`config.mk`:
```
export PLATFORM = sky130hd
export DESIGN_NAME = amcr_mode_reg
export DESIGN_NICKNAME = d
export VERILOG_FILES = /design/src/hw/amcr_pkg.sv /design/src/hw/amcr_mode_reg.sv
export SDC_FILE = /design/constraint.sdc
export NUM_CORES = 1
export LEC_CHECK = 0
export ABC_AREA = 1
export BUFFER_PORTS_ARGS = -buffer_cell sky130_fd_sc_hd__clkbuf_2
export CORE_MARGIN = 1.5
export CORE_UTILIZATION = 34
export DETAILED_ROUTE_END_ITERATION = 8
export GPL_TIMING_DRIVEN = 0
export SLEW_MARGIN = 10
export SYNTH_ARGS = -nofsm -noshare
export SYNTH_HDL_FRONTEND = slang
export SYNTH_SLANG_ARGS = --single-unit
```
`constraint.sdc`:
```
create_clock -name clk_sys -period 1.68 [get_ports clk_sys]
set_input_delay 0.084 -clock clk_sys [delete_from_list [all_inputs] [get_ports clk_sys]]
set_output_delay 0.084 -clock clk_sys [all_outputs]
set_load 0.02 [all_outputs]
```
`src/hw/amcr_pkg.sv`:
```
// Package for the mode control register: offsets, fields, reset values.
package amcr_pkg;
  // ==========================================================
  // Register select and layout
  localparam logic [2:0]  REG_SEL_MODE    = 3'h1;
  localparam int          MODE_WIDTH      = 16;
  localparam logic [15:0] MODE_RESET      = 16'h000a;
  localparam int          OPMODE_MSB      = 15;
  localparam int          OPMODE_LSB      = 13;
  localparam int          CLKSRC_MSB      = 7;
  localparam int          CLKSRC_LSB      = 6;
  localparam int          RATE_MSB        = 3;
  localparam int          RATE_LSB        = 0;
  // Bits the host must keep at zero
  localparam logic [15:0] RESERVED_MASK   = 16'h1f30;
  // ==========================================================
  // Clock source codes
  localparam logic [1:0]  CLK_INT         = 2'h0;
  localparam logic [1:0]  CLK_INT_OUT     = 2'h1;
  localparam logic [1:0]  CLK_EXT         = 2'h2;
  localparam logic [1:0]  CLK_EXT_DIV2    = 2'h3;
  // Operating mode code for power-down
  localparam logic [2:0]  MODE_POWERDOWN  = 3'h3;

  // Decoded fields of the register
  typedef struct packed {
    logic [2:0] operating_mode_select;
    logic [1:0] clock_source_select;
    logic [3:0] update_rate_select;
  } amcr_fields_s;
endpackage : amcr_pkg

```
`src/hw/amcr_mode_reg.sv`:
```
// Mode control register with serial shift access and side effects.
//
// Behaviour
// A 16-bit read/write mode register is selected by select code 001.
// After reset the register holds 0x000a.
// The register shifts most significant bit first, bit 15 leading.
// Each write resets modulator and filter and sets the not-ready flag.
// Bits 15..13 select the operating mode.
// The host writes zero to bits 12..8 and 5..4.
// Bits 7..6 select the conversion clock source.
// Code 00 runs on the internal oscillator with the clock pin idle.
// Code 01 runs on the internal oscillator and drives it on the pin.
// Code 10 uses the external clock from the pin directly.
// Code 11 uses the external clock from the pin divided by two.
// Bits 3..0 select the filter update rate.
// Not-ready sets on entering power-down, clears on a new result.
// Reads return the last written value including reserved bits.
`timescale 1ns/1ps
module amcr_mode_reg (
  // Clock and reset
  input  wire logic                 clk_sys,
  input  wire logic                 reset_n,
  // Serial access, one bit per clock cycle with bit_strobe high
  input  wire logic [2:0]           register_select_bits,
  input  wire logic                 xfer_start,
  input  wire logic                 xfer_write,
  input  wire logic                 bit_strobe,
  input  wire logic                 serial_in,
  output logic                      serial_out,
  output logic                      write_done,
  // Conversion engine events
  input  wire logic                 result_written,
  // Clocks
  input  wire logic                 int_osc_clk,
  input  wire logic                 clk_pin_in,
  output logic                      clk_pin_out,
  output logic                      clk_pin_oe,
  output logic                      conv_clk,
  // Control outputs
  output amcr_pkg::amcr_fields_s    fields,
  output logic                      mod_filter_reset,
  output logic                      not_ready
);

  // ==========================================================
  // Transfer state; index of the last bit of a frame
  localparam logic [4:0] LAST_BIT = 5'(amcr_pkg::MODE_WIDTH - 1);
  logic [15:0] mode_q;
  logic [15:0] shift_q;
  logic [4:0]  count_q;
  logic        active_q;
  logic        is_wr_q;
  logic        commit;
  logic        div_q;
  logic        pd_prev_q;
  logic [2:0]  opmode;
  logic [1:0]  clksrc;

  // A write commits when the sixteenth bit arrives
  assign commit = active_q && is_wr_q && bit_strobe && (count_q == LAST_BIT);

  // Field views of the stored word
  assign opmode = mode_q[amcr_pkg::OPMODE_MSB:amcr_pkg::OPMODE_LSB];
  assign clksrc = mode_q[amcr_pkg::CLKSRC_MSB:amcr_pkg::CLKSRC_LSB];

  // Bit counter and selection; only code 001 is this register
  always_ff @(posedge clk_sys) begin
    if (!reset_n) begin
      active_q <= 1'b0;
      is_wr_q  <= 1'b0;
      count_q  <= 5'h00;
    end else if (xfer_start) begin
      active_q <= (register_select_bits == amcr_pkg::REG_SEL_MODE);
      is_wr_q  <= xfer_write;
      count_q  <= 5'h00;
    end else if (active_q && bit_strobe) begin
      count_q  <= count_q + 5'h01;
      if (count_q == LAST_BIT) begin
        active_q <= 1'b0;
      end
    end
  end

  // Shifter: MSB leaves first on reads, enters first on writes
  always_ff @(posedge clk_sys) begin
    if (!reset_n) begin
      shift_q <= 16'h0000;
    end else if (xfer_start) begin
      shift_q <= mode_q;
    end else if (active_q && bit_strobe) begin
      shift_q <= {shift_q[14:0], serial_in};
    end
  end

  // Output bit always presents the current MSB
  always_ff @(posedge clk_sys) begin
    if (!reset_n) begin
      serial_out <= 1'b0;
    end else if (xfer_start) begin
      serial_out <= mode_q[15];
    end else if (active_q && bit_strobe) begin
      serial_out <= shift_q[14];
    end
  end

  // Register store; reserved bits kept as written, host keeps them zero
  always_ff @(posedge clk_sys) begin
    if (!reset_n) begin
      mode_q <= amcr_pkg::MODE_RESET;
    end else if (commit) begin
      mode_q <= {shift_q[14:0], serial_in}; // see
    end
  end

  // Field outputs
  always_ff @(posedge clk_sys) begin
    if (!reset_n) begin
      fields.operating_mode_select <=
        amcr_pkg::MODE_RESET[amcr_pkg::OPMODE_MSB:amcr_pkg::OPMODE_LSB];
      fields.clock_source_select <=
        amcr_pkg::MODE_RESET[amcr_pkg::CLKSRC_MSB:amcr_pkg::CLKSRC_LSB];
      fields.update_rate_select <=
        amcr_pkg::MODE_RESET[amcr_pkg::RATE_MSB:amcr_pkg::RATE_LSB];
    end else begin
      fields.operating_mode_select <=
        mode_q[amcr_pkg::OPMODE_MSB:amcr_pkg::OPMODE_LSB];
      fields.clock_source_select <=
        mode_q[amcr_pkg::CLKSRC_MSB:amcr_pkg::CLKSRC_LSB];
      fields.update_rate_select <=
        mode_q[amcr_pkg::RATE_MSB:amcr_pkg::RATE_LSB];
    end
  end

  // Write side effects: one-cycle reset pulse and completion pulse
  always_ff @(posedge clk_sys) begin
    if (!reset_n) begin
      mod_filter_reset <= 1'b0;
      write_done       <= 1'b0;
    end else begin
      mod_filter_reset <= commit;
      write_done       <= commit;
    end
  end

  // Not-ready flag; a set from write or power-down beats a clear
  always_ff @(posedge clk_sys) begin
    if (!reset_n) begin
      not_ready <= 1'b1;
      pd_prev_q <= 1'b0;
    end else begin
      pd_prev_q <= (opmode == amcr_pkg::MODE_POWERDOWN);
      if (commit) begin
        not_ready <= 1'b1;
      end else if (!pd_prev_q &&
                   opmode == amcr_pkg::MODE_POWERDOWN) begin
        not_ready <= 1'b1;
      end else if (result_written) begin
        not_ready <= 1'b0;
      end
    end
  end

  // Divide the external pin clock by two; pin taken as synchronous
  always_ff @(posedge clk_sys) begin
    if (!reset_n) begin
      div_q <= 1'b0;
    end else if (clk_pin_in) begin
      div_q <= ~div_q;
    end
  end

  // Clock source routing, registered to keep outputs clean
  always_ff @(posedge clk_sys) begin
    if (!reset_n) begin
      conv_clk    <= 1'b0;
      clk_pin_out <= 1'b0;
      clk_pin_oe  <= 1'b0;
    end else begin
      case (clksrc)
        amcr_pkg::CLK_INT: begin
          conv_clk    <= int_osc_clk;
          clk_pin_out <= 1'b0;
          clk_pin_oe  <= 1'b0;
        end
        amcr_pkg::CLK_INT_OUT: begin
          conv_clk    <= int_osc_clk;
          clk_pin_out <= int_osc_clk;
          clk_pin_oe  <= 1'b1;
        end
        amcr_pkg::CLK_EXT: begin
          conv_clk    <= clk_pin_in;
          clk_pin_out <= 1'b0;
          clk_pin_oe  <= 1'b0;
        end
        default: begin
          conv_clk    <= div_q;
          clk_pin_out <= 1'b0;
          clk_pin_oe  <= 1'b0;
        end
      endcase
    end
  end
endmodule : amcr_mode_reg

```
* Yosys cells after proc, flatten, opt, wreduce, memory -nomap -nowiden
Cells that the tools add are included.
Word-level totals: word-level logic and storage cells 47, flip-flop bits (word level) 55, output and inout port bits 16, bits of input ports 12
Operators by class: add/subtract/negate cells 1, bitwise logic cells 2, reduce and logical (&&, ||, !) cells 14, muxes and demuxes 9, eq/ne operators 5
Operator list (count):
- 2-to-1 mux 15 bit | 2
- 2-to-1 mux 1 bit | 6
- adder 5 x 1 -> 5 bit, second input constant | 1
- == test 5 x 4 -> 1 bit, second input constant | 1
- logical AND 1 bit | 5
- AND reduction 2 bit | 2
- nonzero test 2 bit | 2
- OR reduction 2 bit | 2
- == test 3 x 1 -> 1 bit, second input constant | 1
- == test 3 x 2 -> 1 bit, second input constant | 1
- OR reduction 3 bit | 1
- == test 2 x 1 -> 1 bit, second input constant | 1
- == test 2 bit, second input constant | 1
- zero test 2 bit | 1
- NOT 1 bit | 2
- case mux 1 bit (2 select lines) | 1
- zero test 1 bit | 1

* Longest topological paths before layout
Gate-level depths: netlist of the first run.
depth in word-level cells 4, mapped depth 10, mapped depth without buffers 9

* Worst setup path after synthesis of the first run
Ideal clock, no wire load.
kind register to register, start point reg count_q[0], end point reg mode_q[10], library setup time 0.113 ns, buffers on the path 1, data arrival time 1.346 ns, data required time 1.567 ns, path slack 0.221 ns, stages on the path, launching flop included 11, clock period less this slack 1.459 ns, path through dfxtp_1 ha_1 nand2_1 nor2_1 ha_1 nand2_2 nor2_4 nor2_4 buf_6 nand2_1 o21ai_2
Between the ends: cells in the longest elaborated chain, start to end 2
Ends and longest elaborated chain:
- from (decl) | RTL line amcr_mode_reg.sv:50 | logic [4:0] count_q;
- from (signal assigned) | RTL line amcr_mode_reg.sv:77 | count_q <= count_q + 5'h01;
- == test 5 x 4 -> 1 bit | RTL line amcr_mode_reg.sv:60 | assign commit = active_q && is_wr_q && bit_strobe && (count_q == LAST_BIT);
- logical AND 1 bit | RTL line amcr_mode_reg.sv:60
- to (signal assigned) | RTL line amcr_mode_reg.sv:109 | mode_q <= amcr_pkg::MODE_RESET;
- to (signal assigned) | RTL line amcr_mode_reg.sv:111 | mode_q <= {shift_q[14:0], serial_in};
- to (decl) | RTL line amcr_mode_reg.sv:48 | logic [15:0] mode_q;
No other way between the ends. A chain may end at the register's enable or synchronous reset.

* Worst setup path in the final report of the first run
start point reg count_q[1], end point reg mode_q[0]
The elaborated chain is that of the path after synthesis.

==> impl_metrics.yaml, run 1 <==
outcome:
  status: "completed"
synth:
  ys_types: 26
  synth_seq_cells: 55
  ys_seq_area_share_pct: 50.7
  postSynthAreaPerCell_um2: 7.92
  netlist_instances: 274
  syn-num-nets: 288
  yosysWarnings: 0
  syn_area_um2: 2170
routing:
  drt.antenna.violating_nets: 0
  drc_errors: 0
  first_pass_iters: 4
  detail_route.wl_per_cell_um: 11.3
  drt_first_iter_violations: 68
  vias_per_cell: 4.61
  routed_wl_mm: 4.37
  via_count: 1790
grt:
  grt_antenna_before_repair: 0
  overflow: 0
  grt_start_max_net_pins: 17
  grt_usage_pct: 13.3
  grt_pass1_vias: 1652
  grt_first_pass_wirelength_mm: 7.36
worst_setup_path:
  setup.worst_path.class: "flip-flop to flip-flop"
  start_kind: "flip-flop"
  worst-path-max-fanout: 4
  critical_path_required_ps: 1880
  r2r_slack_ps: 100
  end_kind: "flip-flop"
  arrival_ps: 1780
  r2r_cells: 10
pwr:
  p_per_area_nw_per_um2: 883
  p_leak_nw: 1.06
  totalPowerFinal_w: 0.00227
  vdd_drop_max_uv: 447
timing:
  finalSetupViolations: 0
  max_freq_mhz: 631
  fin_skew_ps: 4.20
  setup_tns_ps: 0
  rsz0062_at_grt: "no"
  hold_viol: 0
  finalCriticalPeriod_ps: 1580
  tightest_slew_ps: 240
  period_share_pct: 94.3
  slew_headroom_pct: 84.0
  slew_violations: 0
cells_and_area:
  areaGrowthSynthToFinish_pct: 18.5
  diodes: 0
  finalNetCount: 326
  drive_gt1_share_pct: 22.7
clock_network:
  cts_tree: "yes"
  clkLatencyLatePin_ps: 310
  clockBufferDepth: 2
  cts.clk_slew.worst_paths_ps: 100
  cts.sinks: 55
  cts-root-buf: "clkbuf_8"
  h-tree-depth: 2
  cts_buffers: 5
flow_run:
  drv_cap: 0
die:
  initial_core_util_pct: 36.0
  die-height_um: 82.9
  chipWidth_um: 82.9
  io_pins: 28
  core_um2: 6030
  die-area_um2: 6870
  rows: 28
hold_path:
  hold_class: "input port to flip-flop"
  hold_depth: 3
placed_design:
  portBuffers: 25
  place.gp.congestion: 0.755
  post-dp-hpwl_mm: 2.99
-- area by class of cell --
cell class              instances  area [µm²]
repair buffers                 32         195
inverters                      35         134
fillers                       647        3450
plain buffers                  13        83.8
multi-input cells             170         857
clock buffers                   7        96.3
clock inverters                 1        7.51
flip-flops and latches         55        1100
well taps                      75        93.8
-- worst max-delay path, stage by stage, from the launching register on --
cell and delay (ps):
dfxtp_2 370, ha_4 130, nand2_1 70, nor2_2 110
ha_2 180, nand2_2 70, nor2_4 160, nor2_4 80
buf_4 160, nand2_1 50, o21ai_0 90
-- cells in the final DEF (no fill, tap or decap), types with 2 or more instances in the layout --
master / Yosys / final
inv_1: 33 / 33
nand2_4: 2 / 2
o211ai_1: 4 / 4
clkbuf_2: 0 / 25
dfxtp_2: 0 / 2
nor2_4: 2 / 2
nor2_2: 1 / 2
nand3_1: 18 / 18
buf_2: 7 / 7
o21ai_2: 7 / 7
nor2_1: 16 / 15
o21ai_1: 2 / 2
dfxtp_1: 55 / 53
buf_4: 5 / 9
nand2_1: 67 / 67
o21ai_0: 23 / 23
clkbuf_8: 0 / 7
a21oi_1: 18 / 18
nor3_1: 2 / 2
dlygate4sd3_1: 0 / 2
-- timing repair --
item	4_1_cts	5_1_grt
endpoints found under the setup margin	0	14
hold buffers	2	0
gates resized for setup	0	6
endpoints found under the hold margin	2	0
buffers inserted	0	5
-- report_power, final --
| part | switching (W) | internal (W) |
|---|---|---|
| Combinational | 0.0000881 | 0.0000500 |
| Sequential | 0.00000845 | 0.00132 |
| Clock | 0.000429 | 0.000376 |
| Total | 0.000526 | 0.00174 |
-- registers in the layout, summed over array words and instances, names as in the netlist --
register / cells
active_q: 1
clk_pin_oe: 1
shift_q: 15
conv_clk: 1
mode_q: 16
mod_filter_reset: 1
count_q: 5
pd_prev_q: 1
div_q: 1
clk_pin_out: 1
serial_out: 1
not_ready: 1
is_wr_q: 1
fields: 9
-- final timing paths --
path,endpoint,startpoint
setup / recovery,mode_q[0],count_q[1]
hold reg to reg,fields[2],mode_q[2]
hold / removal,active_q,register_select_bits[0]
setup reg to reg,mode_q[0],count_q[1]
-- per-layer routing --
metal | wire (µm) | GRT usage [%]
met1 | 2060 | 16.5
met2 | 2020 | 21.5
met3 | 226 | 4.57
met4 | 67 | 4.70
met5 | 0 | 0
-- metrics by stage --
stage / cells / worst slack [ps] / hold WS, ps / instance area [µm²] / util [%]
global route: 388 / 13.0 / 7.17 / 2570 / 42.7
global placement: 374 / 55.6 / 290 / 2390 / 39.6
CTS: 384 / 29.1 / 9.88 / 2510 / 41.7
floorplan: 274 / 221 / 200 / 2170 / -
finish: 388 / 95.9 / 19.0 / 2570 / 42.7
detailed placement: 374 / 39.7 / 290 / 2390 / 39.6
-- kinds of logic (layout without fill, tap and decap cells) --
logic type / count (synthesis) / in the layout / synth area share [%]
AO/OA/AOI/OAI: 56 / 56 / 14.8
XOR/XNOR: 1 / 1 / 0.404
adder cells (fa/ha/maj): 2 / 2 / 1.15
buffers and inverters: 49 / 88 / 10.6
flip-flops: 55 / 55 / 50.7
AND/OR/NAND/NOR: 111 / 111 / 22.3
-- cell usage after synthesis, drive strengths merged --
master / instances / share of area [%]
nand2: 70 / 13
dfxtp: 55 / 51
inv: 35 / 6.2
o21ai: 32 / 8.6
nor2: 19 / 4.1
a21oi: 18 / 4.2
nand3: 18 / 4.2
buf: 14 / 4.4
o211ai: 4 / 1.4
ha: 2 / 1.2
nor3: 2 / 0.46
nand3b: 1 / 0.35
nor3b: 1 / 0.35
o21a: 1 / 0.35
o21bai: 1 / 0.35
xnor2: 1 / 0.40
No activity file was read; power rests on OpenSTA's default activity.
==> run 2: changes to the inputs <==
- CORE_MARGIN: 1.5 -> not set
- clock period: 1.68 -> 1.9 ns (I/O delays scaled with it)
==> impl_metrics.yaml, run 2 (synthesis results as in run 1) <==
pwr:
  p_per_area_nw_per_um2: 774
  p_leak_nw: 1.04
  vdd_drop_max_uv: 384
  pwr-share-comb_pct: 6.1
  power.internal_w: 0.00146
  p_sw_w: 0.000468
  seqPwrFrac_pct: 60.8
  power.share.clock_pct: 33.1
  swShare_pct: 24.3
cells_and_area:
  areaGrowthSynthToFinish_pct: 14.9
  diodes: 0
  top_regs: "mode_q x16, shift_q x15, fields x9"
  regArea_um2: 1100
  final_core_util_pct: 41.4
  most-common-layout-cells: "nand2_1 (67), dfxtp_1 (55), inv_1 (33)"
  largest_register_ffs: 16
  layout_commonest_cell: "nand2_1"
  nFillCells: 623
  finalNetCount: 322
  top_register: "mode_q"
  multi_input_area_um2: 840
  drive_gt1_share_pct: 20.1
placed_design:
  post-dp-hpwl_mm: 2.96
  portBuffers: 25
  place.gp.congestion: 0.738
timing:
  finalCriticalPeriod_ps: 1660
  max_freq_mhz: 603
  hold_viol: 0
  rsz0062_at_grt: "no"
  fin_skew_ps: 9.36
  slew_headroom_pct: 83.9
  slew_violations: 0
  period_share_pct: 87.2
  tightest_slew_ps: 239
  finalSetupViolations: 0
  setup_tns_ps: 0
grt:
  grt_first_pass_wirelength_mm: 7.16
  grt_start_max_net_pins: 17
  overflow: 0
  grt_usage_pct: 14.6
  grt_antenna_before_repair: 0
  grt_pass1_vias: 1490
routing:
  routed_wl_mm: 4.33
  drc_errors: 0
  first_pass_iters: 4
  drt_first_iter_violations: 73
  detail_route.wl_per_cell_um: 11.3
  vias_per_cell: 4.64
  drt.antenna.violating_nets: 0
  via_count: 1782
worst_setup_path:
  cp_top_family: "simple AND/OR/NAND/NOR gates"
  critical_path_required_ps: 2110
  cp_cell_sequence: "ha_1 > nand2_1 > nor2_1 > ha_1 > nand2_2 > nor2_4 > nor2_4 > buf_6 > nand2_1 > o21ai_2"
  end_kind: "flip-flop"
  arrival_ps: 1870
  start_kind: "flip-flop"
  worst-path-max-fanout: 10
  crit_path_max_incr_delay_ps: 370
  crit_slowest_cell: "dfxtp_1"
  setup.worst_path.class: "flip-flop to flip-flop"
  critPathBufInv: 1
clock_network:
  cts_tree: "yes"
  post-cts-setup-buffers: 0
  cts.repair.resized: 0
  h-tree-depth: 2
  cts.clk_slew.worst_paths_ps: 100
  cts.sinks: 55
  clockBufferDepth: 2
  clkLatencyLatePin_ps: 320
  cts-root-buf: "clkbuf_8"
  cts_buffers: 5
die:
  rows: 28
  chipWidth_um: 81.9
  die-area_um2: 6700
  die-height_um: 81.9
  initial_core_util_pct: 36.0
  io_pins: 28
  core_um2: 6030
outcome:
  status: "completed"
flow_run:
  drv_cap: 0
hold_path:
  hold_class: "input port to flip-flop"
run 2: per-layer routing:
| metal | global-route usage (%) | part of all wire [%] |
|---|---|---|
| met2 | 22.8 | 44 |
| met3 | 5.00 | 5.0 |
| met1 | 18.1 | 49 |
| met5 | 0 | 0 |
| met4 | 6.32 | 1.6 |
run 2: cell type report:
class | instances | area share [%]
clock buffer | 5 | 2.76
multi-input combinational | 170 | 33.7
timing repair buffer | 27 | 5.82
sequential | 55 | 44.2
clock inverter | 3 | 0.602
inverter | 35 | 5.37
tap | 75 | 3.77
buffer | 14 | 3.82
run 2: what timing repair did:
action / in CTS / in global routing
endpoints found under the setup margin: 0 / 0
endpoints found under the hold margin: 2 / 0
hold buffers: 2 / 0
run 2: power groups by stage:
stage	Combinational (W)	Sequential (W)	Clock, W
3_3_place_gp	0.000115	0.00120	0
5_1_grt	0.000131	0.00118	0.000719
3_5_place_dp	0.000115	0.00120	0
6_report	0.000117	0.00117	0.000639
2_1_floorplan	0.0000721	0.00120	0
4_1_cts	0.000119	0.00117	0.000659
run 2: metrics by stage:
step,worst slack [ps],power [W],cells,hold WS [ps],instance area [µm²]
floorplan,441,0.00128,274,211,2170
global placement,252,0.00131,374,301,2390
detailed placement,265,0.00132,374,302,2390
CTS,230,0.00195,384,5.94,2490
global route,30.8,0.00203,384,3.93,2490
finish,243,0.00193,384,12.7,2490
run 2: tightest hold or removal path: stages:
cell and delay (ps):
clkbuf_2 80, nand3_1 60, a21oi_1 50
run 2: final timing paths:
check	from	to	slack, ps	depth (start not counted)
worst max-delay path	count_q[0]	mode_q[12]	240	10
worst min-delay path	register_select_bits[0]	active_q	10	3
worst max register to register	count_q[0]	mode_q[12]	240	10
worst min register to register	mode_q[2]	fields[2]	450	2
==> run 3: changes to the inputs <==
--- a/config.mk
+++ b/config.mk
@@ -6,10 +6,9 @@
 export NUM_CORES = 1
 export LEC_CHECK = 0
-export ABC_AREA = 1
 export BUFFER_PORTS_ARGS = -buffer_cell sky130_fd_sc_hd__clkbuf_2
 export CORE_UTILIZATION = 34
 export DETAILED_ROUTE_END_ITERATION = 8
 export GPL_TIMING_DRIVEN = 0
-export SLEW_MARGIN = 10
+export SLEW_MARGIN = 0
 export SYNTH_ARGS = -nofsm -noshare
 export SYNTH_HDL_FRONTEND = slang
==> constraint.sdc (replaced) <==
create_clock -name clk_sys -period 1.9 [get_ports clk_sys]
set_input_delay 0.38 -clock clk_sys [delete_from_list [all_inputs] [get_ports clk_sys]]
set_output_delay 0.38 -clock clk_sys [all_outputs]
set_load 0.02 [all_outputs]
==> impl_metrics.yaml, run 3 <==
routing:
  routed_wl_mm: 3.85
  detail_route.wl_per_cell_um: 13.1
  drt_first_iter_violations: 66
  via_count: 1437
  vias_per_cell: 4.89
  drc_errors: 0
  first_pass_iters: 4
  drt.antenna.violating_nets: 0
synth:
  yosys-top-cells-area: "dfxtp_1 (54%), mux2i_1 (7.8%), a22o_2 (6.9%)"
  ys_async_sr_fraction_pct: 0
  syn_area_um2: 2040
  netlist_instances: 189
  yosysWarnings: 0
  postSynthAreaPerCell_um2: 10.8
  synth_area_leader_cell: "dfxtp_1"
  ys_top_cells_by_count: "dfxtp_1 (55), nor2_1 (21), mux2i_1 (16)"
  synth_top_area_share_pct: 54.0
  synth-edff-count: 0
  synth_seq_cells: 55
  ys_types: 34
  syn-num-nets: 203
  synth_most_common_cell: "dfxtp_1"
  ys_seq_area_share_pct: 54.0
  yosys_most_used_dff: "dfxtp_1"
cells_and_area:
  areaGrowthSynthToFinish_pct: 16.3
  top_register: "mode_q"
  nFillCells: 542
  top_regs: "mode_q x16, shift_q x15, fields x9"
  diodes: 0
  layout_commonest_cell: "dfxtp_1"
  most-common-layout-cells: "dfxtp_1 (54), clkbuf_2 (26), nor2_1 (21)"
  finalInstanceArea_um2: 2370
  finalNetCount: 236
  drive_gt1_share_pct: 28.8
  largest_register_ffs: 16
timing:
  finalCriticalPeriod_ps: 1770
  slew_violations: 0
  setup_tns_ps: 0
  setup_slack_ps: 133
  max_freq_mhz: 566
  slew_headroom_pct: 63.5
  period_share_pct: 93.0
  fin_skew_ps: 8.86
  hold_ws_ps: 291
  rsz0062_at_grt: "no"
  finalSetupViolations: 0
  tightest_slew_ps: 547
  hold_viol: 0
placed_design:
  place.gp.congestion: 0.772
  dp_worst_setup_slack_ps: 47.0
  portBuffers: 26
  place_area_um2: 2260
  post-dp-hpwl_mm: 2.64
grt:
  overflow: 0
  grt_start_max_net_pins: 17
  grt_first_pass_wirelength_mm: 6.20
  grt_pass1_vias: 1293
  grt_antenna_before_repair: 0
  grt_usage_pct: 13.1
die:
  rows: 27
  die-height_um: 79.5
  core_um2: 5640
  initial_core_util_pct: 36.2
  die-area_um2: 6320
  chipWidth_um: 79.5
  io_pins: 28
worst_setup_path:
  crit_path_max_incr_delay_ps: 360
  r2r_cells: 8
  critical_path_required_ps: 2100
  worst-path-max-fanout: 10
  end_kind: "flip-flop"
  crit_slowest_cell: "dfxtp_1"
  arrival_ps: 1960
  start_kind: "flip-flop"
  critPathBufInv: 2
  cp_cell_sequence: "ha_1 > and3_1 > ha_1 > nand4_4 > and2_4 > buf_6 > buf_6 > a22o_2"
  setup.worst_path.class: "flip-flop to flip-flop"
  cp_top_family: "simple AND/OR/NAND/NOR gates"
  worst-path-stages: 8
pwr:
  p_per_area_nw_per_um2: 883
  seqPwrFrac_pct: 57.2
  power.share.clock_pct: 36.1
  power.internal_w: 0.00163
  pwr-share-comb_pct: 6.7
  p_sw_w: 0.000470
  vdd_drop_max_uv: 348
  p_leak_nw: 1.02
  swShare_pct: 22.4
clock_network:
  clkLatencyLatePin_ps: 300
  hold_buffers: 0
  post-cts-setup-buffers: 0
  cts_tree: "yes"
  h-tree-depth: 2
  cts.sinks: 55
  cts-root-buf: "clkbuf_8"
  clockBufferDepth: 2
  cts.clk_slew.worst_paths_ps: 100
  cts.repair.resized: 0
  cts_buffers: 5
flow_run:
  drv_cap: 0
outcome:
  status: "completed"
hold_path:
  hold_depth: 2
  hold_class: "input port to flip-flop"
[run 3: cell count changes in the layout (fill, tap and decap cells not counted), sizes merged, moves of 3 or more]
cell | previous run | this run
nand2b | 0 | 3
and2 | 0 | 8
mux2i | 0 | 16
a21oi | 18 | 3
nand2 | 70 | 9
nand3 | 18 | 3
o21ai | 32 | 1
nor2 | 19 | 22
clkinv | 3 | 0
a211oi | 0 | 15
a22o | 0 | 14
inv | 35 | 6
[run 3: logic make-up after synthesis]
family	Yosys count	share of synthesized area (%)
fa+ha+maj	2	1.23
flops	55	54.0
simple gates	50	12.4
buf+inv	20	5.70
xor+xnor	3	1.29
mux	16	7.85
compound gates	43	17.5
[run 3: worst register-to-register path: stages (launching register included)]
cell and delay, ps:
dfxtp_1 360, ha_1 160, and3_1 150, ha_1 200, nand4_4 140, and2_4 180, buf_6 120, buf_6 140
a22o_2 200
[run 3: path summary, 6_finish.rpt]
check	end	slack, ps	from
max	mode_q[12]	130	count_q[1]
min	clk_pin_out	290	int_osc_clk
max reg2reg	mode_q[12]	130	count_q[1]
min reg2reg	fields[1]	480	mode_q[1]
[run 3: area by class of cell]
class                      count  area [µm²]  area share, %
sequential                    55        1100           46.4
multi-input combinational    114         828           34.9
timing repair buffer          26         130           5.48
buffer                        14        93.8           3.95
tap                           72        90.1           3.80
clock buffer                   5        68.8           2.90
clock inverter                 2        37.5           1.58
inverter                       6        22.5          0.949
[run 3: routing by layer]
metal / global-route usage, % / up-vias / part of all wire [%]
li1: - / 728 / -
met1: 17.3 / 678 / 50
met2: 20.0 / 26 / 45
met3: 2.40 / 5 / 2.7
met4: 7.09 / 0 / 1.8
met5: 0 / - / 0
[run 3: per-stage QoR]
step | utilization (%) | cells | power, W
2_1_floorplan | - | 189 | 0.00132
6_report | 42.1 | 294 | 0.00210
3_3_place_gp | 40.1 | 287 | 0.00136
4_1_cts | 42.0 | 294 | 0.00212
3_5_place_dp | 40.1 | 287 | 0.00137
5_1_grt | 42.1 | 294 | 0.00219
[run 3: power groups by stage]
stage                     registers (W)  logic [W]  clock network, W
after floorplan                 0.00123  0.0000950                 0
after detailed placement        0.00123   0.000140                 0
after global placement          0.00122   0.000140                 0
after global routing            0.00120   0.000154          0.000830
after CTS                       0.00120   0.000141          0.000777
final                           0.00120   0.000140          0.000757
